--- src/mcdc_pkg.sv ---
// Shared constants and types for the device command register block
package mcdc_pkg;
	localparam logic [7:0] REG_OFFSET = 8'hea;
	localparam logic [31:0] REG_RESET = 32'h00000000;
	localparam int STORE_BIT = 31;
	localparam int LOAD_BIT = 30;
	localparam int FLT_CLR_BIT = 29;
	localparam int RETRY_CLR_BIT = 28;
	localparam int KEY_HI = 27;
	localparam int KEY_LO = 20;
	localparam int ANGLE_HI = 19;
	localparam int ANGLE_LO = 11;
	localparam int KEEPALIVE_BIT = 10;
	localparam logic [8:0] DEG_FULL = 9'h168;
	localparam logic [7:0] NVM_OP_CYCLES = 8'h10;

	typedef struct packed {
		logic wr;
		logic rd;
		logic [7:0] addr;
		logic [31:0] wdata;
	} mcdc_req_type;

	typedef struct packed {
		logic fault_clear;
		logic retry_counter_clear;
		logic keepalive;
	} mcdc_pulse_type;
endpackage : mcdc_pkg

--- src/mcdc_nvm_seq.sv ---
// Sequencer for non-volatile store and load operations
module mcdc_nvm_seq (
	input wire logic sys_clk,
	input wire logic rst_b,
	input wire logic start_store,
	input wire logic start_load,
	input wire logic key_ok,
	output logic busy,
	output logic store_pulse,
	output logic load_pulse
);
	typedef enum logic [1:0] {
		IDLE = 2'b00,
		STORE = 2'b01,
		LOAD = 2'b10
	} mcdc_seq_type;

	mcdc_seq_type st_r, st_nxt;
	logic [7:0] cnt_r, cnt_nxt;
	logic sp_r, sp_nxt, lp_r, lp_nxt;

	always_comb begin
		st_nxt = st_r;
		cnt_nxt = cnt_r;
		sp_nxt = 1'b0;
		lp_nxt = 1'b0;
		unique case (st_r)
			IDLE: begin
				cnt_nxt = mcdc_pkg::NVM_OP_CYCLES;
				// Store only with a valid unlock key
				if (start_store && key_ok) begin
					st_nxt = STORE;
					sp_nxt = 1'b1;
				end else if (start_load) begin
					st_nxt = LOAD;
					lp_nxt = 1'b1;
				end
			end
			STORE, LOAD: begin
				cnt_nxt = cnt_r - 8'h01;
				if (cnt_r == 8'h01) begin
					st_nxt = IDLE;
				end
			end
			default: st_nxt = IDLE;
		endcase
	end

	always_ff @(posedge sys_clk or negedge rst_b) begin
		if (!rst_b) begin
			st_r <= IDLE;
			cnt_r <= 8'h00;
			sp_r <= 1'b0;
			lp_r <= 1'b0;
		end else begin
			st_r <= st_nxt;
			cnt_r <= cnt_nxt;
			sp_r <= sp_nxt;
			lp_r <= lp_nxt;
		end
	end

	assign busy = (st_r != IDLE);
	assign store_pulse = sp_r;
	assign load_pulse = lp_r;
endmodule : mcdc_nvm_seq

--- src/mcdc_top.sv ---
// Device command and control register with its command side effects
// What this block does
// - Store bit 31 writes config to NVM
// - Load bit 30 reloads defaults from NVM
// - Bits 29/28 clear faults and retry count
// - Key bits 27:20 gate NVM writes
// - Angle bits 19:11, applied modulo 360
// - Device self-clears keepalive bit after write
// - Offset 0xea, reset zero, bits 9:0 zero
// - Forced angle used only when source selected
module mcdc_top (
	input wire logic sys_clk,
	input wire logic rst_b,
	input mcdc_pkg::mcdc_req_type req,
	input wire logic [7:0] nvm_key_expected,
	input wire logic align_angle_source_select,
	input wire logic [8:0] normal_align_angle,
	output logic [31:0] rdata,
	output logic fault_clear,
	output logic retry_counter_clear,
	output logic keepalive_seen,
	output logic nvm_store_request,
	output logic nvm_load_request,
	output logic nvm_store_start,
	output logic nvm_load_start,
	output logic [8:0] align_angle
);
	////////////////////////////////////////////////////////////////
	logic hit;
	logic store_r, store_nxt, load_r, load_nxt;
	logic [7:0] key_r, key_nxt;
	logic [8:0] ang_r, ang_nxt, align_nxt, align_r;
	logic keep_r, keep_nxt;
	mcdc_pkg::mcdc_pulse_type pul_r, pul_nxt;
	logic [31:0] rd_r, rd_nxt;
	logic busy, sp, lp;
	logic key_ok, nvm_done, seq_free, store_refused;
	logic was_busy_r, was_busy_nxt;

	function automatic logic [8:0] mod360(input logic [8:0] a);
		mod360 = (a >= mcdc_pkg::DEG_FULL) ? a - mcdc_pkg::DEG_FULL : a;
	endfunction : mod360

	// Unlisted offsets are simply ignored
	assign hit = (req.addr == mcdc_pkg::REG_OFFSET);
	assign key_ok = (key_r == nvm_key_expected);
	// Busy just fell: the finished request must not start again
	assign nvm_done = was_busy_r && !busy;
	assign seq_free = !busy && !sp && !lp && !nvm_done;
	assign store_refused = store_r && seq_free && !key_ok;

	mcdc_nvm_seq u_seq (
		.sys_clk(sys_clk),
		.rst_b(rst_b),
		.start_store(store_r && seq_free),
		.start_load(load_r && !store_r && seq_free),
		.key_ok(key_ok),
		.busy(busy),
		.store_pulse(sp),
		.load_pulse(lp)
	);

	////////////////////////////////////////////////////////////////
	always_comb begin
		store_nxt = store_r;
		load_nxt = load_r;
		key_nxt = key_r;
		ang_nxt = ang_r;
		keep_nxt = 1'b0;
		pul_nxt = '0;
		was_busy_nxt = busy;
		if (hit && req.wr) begin
			store_nxt = req.wdata[mcdc_pkg::STORE_BIT];
			load_nxt = req.wdata[mcdc_pkg::LOAD_BIT];
			pul_nxt.fault_clear = req.wdata[mcdc_pkg::FLT_CLR_BIT];
			pul_nxt.retry_counter_clear =
				req.wdata[mcdc_pkg::RETRY_CLR_BIT];
			key_nxt = req.wdata[mcdc_pkg::KEY_HI:mcdc_pkg::KEY_LO];
			ang_nxt = req.wdata[mcdc_pkg::ANGLE_HI:mcdc_pkg::ANGLE_LO];
			keep_nxt = req.wdata[mcdc_pkg::KEEPALIVE_BIT];
			pul_nxt.keepalive = req.wdata[mcdc_pkg::KEEPALIVE_BIT];
		end else if (nvm_done) begin
			// Operation finished: both requests fall together
			store_nxt = 1'b0;
			load_nxt = 1'b0;
		end else if (store_refused) begin
			// Wrong key: drop the store, a pending load may follow
			store_nxt = 1'b0;
		end
		// Forced angle only when source select is one
		align_nxt = align_angle_source_select ? mod360(ang_r)
			: mod360(normal_align_angle);
		rd_nxt = '0;
		if (hit && req.rd) begin
			// Write-only fields and reserved bits read zero
			rd_nxt[mcdc_pkg::STORE_BIT] = store_r;
			rd_nxt[mcdc_pkg::LOAD_BIT] = load_r;
			rd_nxt[mcdc_pkg::KEEPALIVE_BIT] = keep_r;
		end
	end

	always_ff @(posedge sys_clk or negedge rst_b) begin
		if (!rst_b) begin
			store_r <= 1'b0;
			load_r <= 1'b0;
			key_r <= 8'h00;
			ang_r <= 9'h000;
			keep_r <= 1'b0;
			pul_r <= '0;
			rd_r <= mcdc_pkg::REG_RESET;
			align_r <= 9'h000;
			was_busy_r <= 1'b0;
		end else begin
			was_busy_r <= was_busy_nxt;
			store_r <= store_nxt;
			load_r <= load_nxt;
			key_r <= key_nxt;
			ang_r <= ang_nxt;
			keep_r <= keep_nxt;
			pul_r <= pul_nxt;
			rd_r <= rd_nxt;
			align_r <= align_nxt;
		end
	end

	assign rdata = rd_r;
	assign fault_clear = pul_r.fault_clear;
	assign retry_counter_clear = pul_r.retry_counter_clear;
	assign keepalive_seen = pul_r.keepalive;
	assign nvm_store_request = store_r;
	assign nvm_load_request = load_r;
	assign nvm_store_start = sp;
	assign nvm_load_start = lp;
	assign align_angle = align_r;
endmodule : mcdc_top

--- config.mk ---
export PLATFORM = sky130hd
export DESIGN_NAME = mcdc_top
export DESIGN_NICKNAME = d
export VERILOG_FILES = /design/src/mcdc_pkg.sv /design/src/mcdc_nvm_seq.sv /design/src/mcdc_top.sv
export SDC_FILE = /design/constraint.sdc
export NUM_CORES = 1
export LEC_CHECK = 0
export ABC_AREA = 0
export BUFFER_PORTS_ARGS = -buffer_cell sky130_fd_sc_hd__buf_2
export CORE_MARGIN = 4
export CORE_UTILIZATION = 53
export CTS_BUF_LIST = sky130_fd_sc_hd__clkbuf_2 sky130_fd_sc_hd__clkbuf_4 sky130_fd_sc_hd__clkbuf_8
export DETAILED_ROUTE_END_ITERATION = 6
export PLACE_DENSITY = 0.87
export SYNTH_ARGS = -nofsm -noshare
export SYNTH_HDL_FRONTEND = slang
export SYNTH_SLANG_ARGS = --single-unit
--- constraint.sdc ---
create_clock -name sys_clk -period 4.3 [get_ports sys_clk]
set_input_delay 0.215 -clock sys_clk [delete_from_list [all_inputs] [get_ports sys_clk]]
set_output_delay 0.215 -clock sys_clk [all_outputs]
set_load 0.01 [all_outputs]
==> results.yml, run 1 <==
cts:
  clock_latency_ns: 0.30
  tritoncts: "done"
  max-clock-path-buffers: 2
  clock_tree.htree_level_count: 2
  clk_pin_slew_ns: 0.08
  cts_num_sinks: 47
  numCtsBuffers: 5
  hold_buffers: 0
  root_buffer: "clkbuf_8"
  cts_resizes: 0
  post-cts-setup-buffer-count: 0
die:
  chipHeight_um: 78.3
  die_w_um: 78.3
  io_pins: 110
  starting_density_of_the_core: 0.552
  count_of_standard_cell_rows: 25
  core_area_um2: 4750
  die_area_um2: 6140
power:
  cellLeakagePower_nw: 1.55
  vdd_drop_max_mv: 0.196
  overall_power_consumption_mw: 0.839
  power.density_cell_area_nw_per_um2: 279
finish:
  n_antenna_cell: 0
  fin_area_um2: 3010
  final_layout_size_suffix_gt1_frac: 0.320
  finalNonFillerCells: 389
  finalCoreUtilization: 0.632
  layout-area-overhead-vs-synth_pct: 14.6
  final_nets: 389
grt:
  grt_pass1_vias: 2084
  gr-usage-all-layers: 0.187
  grt.overflow.total: 0
  grt_antenna_before_repair: 0
  grt_max_degree: 48
  global_route_wire_length_before_repair_mm: 9.11
sta:
  finalSetupViolCount: 0
  worst_slew_pin_slew_ns: 1.02
  slew_viol_final: 0
  fin_crit_ns: 2.06
  finalClockSkew_ns: 0.00511
  totalNegativeSetupSlack_ns: 0
  hold-worst-slack_ns: 0.0833
  timing.slew.headroom: 0.322
  rsz0062_at_grt: "no"
  final.setup.worst_slack_ns: 2.24
  achievable-frequency_ghz: 0.485
  hold_viol: 0
  min_period_over_period: 0.480
synthesis:
  register_area_share_after_synthesis: 0.448
  post_synth_main_area_contributors: "dfrtp_1, mux2_2, buf_4"
  yosys_warnings: 0
  syn_avg_cell_area_um2: 10.4
  synth_area_um2: 2620
  cell_type_with_the_highest_aggregate_area_in_the_netlist: "dfrtp_1"
  ys_async_sr_fraction: 1.00
  synth-edff-count: 0
  synth_ff_type: "dfrtp_1"
  synthesized_instance_count: 252
  synth_cell_types: 52
  synth.top_cell.area_share: 0.448
  synth_seq_cells: 47
critical_path:
  end_kind: "flip-flop"
  r2r.worst_path.cells: 4
  worst-path-max-fanout: 5
  critical-path-max-stage-delay_ns: 0.57
  critPathSlowestCell: "or4b_4"
  crit-reg2reg-launch: "ang_r[0]"
  crit_required_ns: 4.50
  cp.arrival_ns: 2.26
  worst_reg2reg_setup_slack_ns: 2.24
  critical_path_class: "flip-flop to flip-flop"
  timing.critical_path.depth: 4
  crit_path_cell_trace: "or4b_4 > o311a_4 > or4_1 > a31oi_1"
  start_kind: "flip-flop"
  end_of_the_worst_register_to_register_path: "align_angle[5]"
  cp_num_buf_inv: 0
  critical-path-top-delay-family: "simple AND/OR/NAND/NOR gates"
detailed_routing:
  drt_pass1_iterations: 4
  routed_wirelength_mm: 5.46
  route.detailed.wl_per_inst_um: 14.0
  drc: 0
  post_drt_via_cell_ratio: 5.21
  count_of_routing_violations_after_the_opening_detailed_route_iteration: 171
  drtAntennaViolNets: 0
  via_count: 2025
placed_design:
  place.detailed.hpwl_mm: 4.16
  dpl_worst_slack_ns: 2.27
  io_buf_count: 70
  dpl_cell_area_um2: 2920
  global_placer_s_final_weighted_congestion: 0.824
  dp.cells: 381
worst_hold_path:
  worstHoldPathType: "input port to async pin"
status:
  status: "finished, final reports clean"
flow_run:
  drv.max_cap_violation_count: 0
==> flip-flops by register name, summed over array words and instances, names as in the netlist <==
name / count
was_busy_r: 1
u_seq.store_pulse: 1
align_angle: 9
rdata: 3
u_seq.cnt_r: 8
u_seq.st_r: 2
nvm_load_request: 1
ang_r: 9
fault_clear: 1
u_seq.load_pulse: 1
retry_counter_clear: 1
key_r: 8
nvm_store_request: 1
keep_r: 1
==> power breakdown <==
part           switching, mW  total (mW)  internal [mW]
registers            0.00964       0.465          0.455
logic                 0.0610       0.107         0.0459
clock network          0.147       0.267          0.120
total                  0.218       0.839          0.621
==> how the worst max path moves through the flow <==
stage                  startpoint             end
floorplan                ang_r[0]  align_angle[5]
global placement         ang_r[0]  align_angle[5]
detailed placement       ang_r[0]  align_angle[5]
CTS                      ang_r[0]  align_angle[5]
global route        u_seq.st_r[0]   u_seq.st_r[0]
finish                   ang_r[0]  align_angle[5]
==> logic make-up (layout without fill, tap and decap cells) <==
kind of cell	Yosys count	count (layout)	share of synthesized area
adders and majority gates	6	6	0.0286
buffers and inverters	53	95	0.117
DFF	47	47	0.448
and+or+nand+nor	64	64	0.140
muxes	22	22	0.0935
AOI/OAI and AO/OA	48	48	0.134
xor gates and xnor gates	11	11	0.0367
other	1	29	0.00143
==> layout make-up <==
| type | instances | area [um2] |
|---|---|---|
| Clock buffer | 6 | 76.3 |
| Clock inverter | 2 | 12.5 |
| Fill cell | 429 | 1750 |
| Inverter | 17 | 63.8 |
| Multi-Input combinational cell | 180 | 1240 |
| Sequential cell | 47 | 1180 |
| Tap cell | 67 | 83.8 |
| Timing Repair Buffer | 70 | 350 |
==> Yosys cell counts (all sizes together) (2+ instances only) <==
| master | number |
|---|---|
| dfrtp | 47 |
| buf | 29 |
| mux2 | 20 |
| inv | 17 |
| nand2 | 13 |
| nor2 | 10 |
| xor2 | 10 |
| o21ai | 9 |
| and3 | 7 |
| clkbuf | 7 |
| a21oi | 6 |
| ha | 6 |
| nor4 | 6 |
| or3 | 6 |
| a31oi | 5 |
| a221oi | 4 |
| nor2b | 4 |
| nand3 | 3 |
| nand3b | 3 |
| o211ai | 3 |
| a32oi | 2 |
| mux2i | 2 |
| nand2b | 2 |
| o22ai | 2 |
| o31ai | 2 |
| or4 | 2 |
| or4b | 2 |
==> cell usage in the layout, fill, tap and decap left out, types with 2 or more instances in the layout <==
master / n
nor2_1: 10
nand2b_1: 2
xor2_1: 10
o211ai_1: 3
nor2b_1: 4
mux2i_1: 2
or4_1: 2
nand3_1: 3
nor4_1: 6
buf_2: 70
a32oi_1: 2
nand2_1: 13
a21oi_1: 6
a31oi_1: 5
o21ai_0: 9
clkbuf_8: 5
ha_1: 6
mux2_2: 20
o31ai_1: 2
nand3b_1: 3
and3_1: 7
dfrtp_1: 47
or3_1: 5
a221oi_1: 4
o22ai_1: 2
conb_1: 29
inv_1: 17
==> layer usage <==
metal	wire (um)	up-vias	global-route usage
met5	0	-	0
met4	145	0	0.105
met3	432	16	0.0459
met2	2600	90	0.306
met1	2280	935	0.225
li1	-	984	-
Power figures use the tool's default switching activity.
==> run 2, diff against run 1 <==
--- a/config.mk
+++ b/config.mk
@@ -8,10 +8,10 @@
 export ABC_AREA = 0
 export BUFFER_PORTS_ARGS = -buffer_cell sky130_fd_sc_hd__buf_2
 export CORE_MARGIN = 4
-export CORE_UTILIZATION = 53
+export CORE_UTILIZATION = 50
 export CTS_BUF_LIST = sky130_fd_sc_hd__clkbuf_2 sky130_fd_sc_hd__clkbuf_4 sky130_fd_sc_hd__clkbuf_8
 export DETAILED_ROUTE_END_ITERATION = 6
-export PLACE_DENSITY = 0.87
+export PLACE_DENSITY = 0.83
 export SYNTH_ARGS = -nofsm -noshare
 export SYNTH_HDL_FRONTEND = slang
 export SYNTH_SLANG_ARGS = --single-unit
==> constraint.sdc (replaced) <==
create_clock -name sys_clk -period 2 [get_ports sys_clk]
set_input_delay 0.1 -clock sys_clk [delete_from_list [all_inputs] [get_ports sys_clk]]
set_output_delay 0.1 -clock sys_clk [all_outputs]
set_load 0.01 [all_outputs]
==> results.yml, run 2 (synthesis results as in run 1) <==
status:
  status: "finished, final reports clean"
finish:
  final_nets: 395
  final_layout_size_suffix_gt1_frac: 0.335
  layout.cells.most_common_list: "buf_2, dfrtp_1, conb_1, mux2_2, inv_1"
  multi_input_gate_area_in_the_final_layout_um2: 1260
  mostFrequentLayoutCell: "buf_2"
  fin_area_um2: 3070
  num-fill-cells: 438
  finalNonFillerCells: 398
  layout-area-overhead-vs-synth_pct: 17.0
  n_antenna_cell: 0
  seq_area_um2: 1180
critical_path:
  start_kind: "flip-flop"
  critical_path_class: "flip-flop to flip-flop"
  worst_reg2reg_setup_slack_ns: 0.05
  cp.arrival_ns: 2.18
  crit_required_ns: 2.23
  end_kind: "flip-flop"
  crit-reg2reg-launch: "ang_r[0]"
  r2r.worst_path.cells: 4
  worst-path-max-fanout: 5
  end_of_the_worst_register_to_register_path: "align_angle[5]"
grt:
  grt_max_degree: 30
  busiest_layer: "met2"
  grt.overflow.total: 0
  grt_antenna_before_repair: 0
  grtUsageMet3: 0.0482
  gr-usage-met1: 0.223
  global_route_wire_length_before_repair_mm: 9.31
  grt_pass1_vias: 2088
  gr-usage-all-layers: 0.184
  grt_use_met2: 0.315
cts:
  clock_latency_ns: 0.31
  clk_pin_slew_ns: 0.09
  numCtsBuffers: 5
  cts_num_sinks: 47
  max-clock-path-buffers: 2
  root_buffer: "clkbuf_8"
  clock_tree.htree_level_count: 2
  tritoncts: "done"
die:
  die_area_um2: 6470
  core_area_um2: 5110
  chipHeight_um: 80.4
  count_of_standard_cell_rows: 26
  die_w_um: 80.4
  starting_density_of_the_core: 0.513
  io_pins: 110
sta:
  rsz0062_at_grt: "yes"
  slew_viol_final: 0
  finalClockSkew_ns: 0.0130
  finalSetupViolCount: 0
  fin_crit_ns: 1.95
  achievable-frequency_ghz: 0.513
  timing.slew.headroom: 0.455
  hold_viol: 0
  min_period_over_period: 0.975
  worst_slew_pin_slew_ns: 0.817
worst_hold_path:
  min-delay-start: "req[21]"
  worstHoldPathType: "input port to flip-flop"
  worstHoldEndpoint: "key_r[1]"
  whs_path_depth: 2
power:
  vdd_drop_max_mv: 0.393
  power.density_cell_area_nw_per_um2: 591
  cellLeakagePower_nw: 1.58
placed_design:
  dp.cells: 387
  dpl_cell_area_um2: 2940
  global_placer_s_final_weighted_congestion: 0.888
  io_buf_count: 70
  place.detailed.hpwl_mm: 4.34
detailed_routing:
  post_drt_via_cell_ratio: 5.31
  count_of_routing_violations_after_the_opening_detailed_route_iteration: 172
  routed_wirelength_mm: 5.62
  route.detailed.wl_per_inst_um: 14.1
  drt_pass1_iterations: 4
  drtAntennaViolNets: 0
  via_count: 2115
  drc: 0
flow_run:
  drv.max_cap_violation_count: 0
## run 2: final cells by class
type,count,share of cell area
Sequential cell,47,0.383
Tap cell,70,0.0285
Clock buffer,5,0.0224
Multi-Input combinational cell,180,0.409
Timing Repair Buffer,76,0.130
Inverter,17,0.0208
Clock inverter,3,0.00611
## run 2: what timing repair did
action	4_1_cts	5_1_grt
setup endpoints to repair	0	3
buffers inserted	0	2
hold buffers	1	0
endpoints found under the hold margin	18	0
resized for setup	0	2
## run 2: through the flow
stage          setup TNS, ns  hold slack [ns]  setup WS [ns]  total power [mW]   util
2_1_floorplan              0           -0.196          0.146              1.18      -
3_3_place_gp               0           0.0515         0.0950              1.25  0.576
3_5_place_dp               0           0.0547         0.0582              1.25  0.576
4_1_cts                    0           0.0146         0.0483              1.82  0.596
5_1_grt              -0.0136          0.00468        -0.0136              1.91  0.601
6_report                   0           0.0164         0.0507              1.82  0.601
## run 2: where the power goes
group / total [mW] / switching, mW / internal (mW)
registers: 1.00 / 0.0212 / 0.979
logic: 0.241 / 0.137 / 0.104
clock network: 0.574 / 0.328 / 0.246
## run 2: worst max-delay path: stages, from the launching register on
cell	delay (ns)
dfrtp_1	0.40
or4b_4	0.57
o311a_4	0.34
or4_1	0.40
a31oi_1	0.17
## run 2: how the worst max path moves through the flow
stage	startpoint	end	slack [ns]	cells after the start
2_1_floorplan	ang_r[0]	align_angle[5]	0.15	4
3_3_place_gp	ang_r[0]	align_angle[5]	0.09	4
5_1_grt	ang_r[0]	align_angle[5]	-0.01	4
3_5_place_dp	ang_r[0]	align_angle[5]	0.06	4
6_report	ang_r[0]	align_angle[5]	0.05	4
4_1_cts	ang_r[0]	align_angle[5]	0.05	4
## run 2: metal layers
metal | routed length (um) | vias up
li1 | - | 999
met3 | 502 | 9
met5 | 0 | -
met2 | 2740 | 107
met1 | 2290 | 1000
met4 | 74 | 0
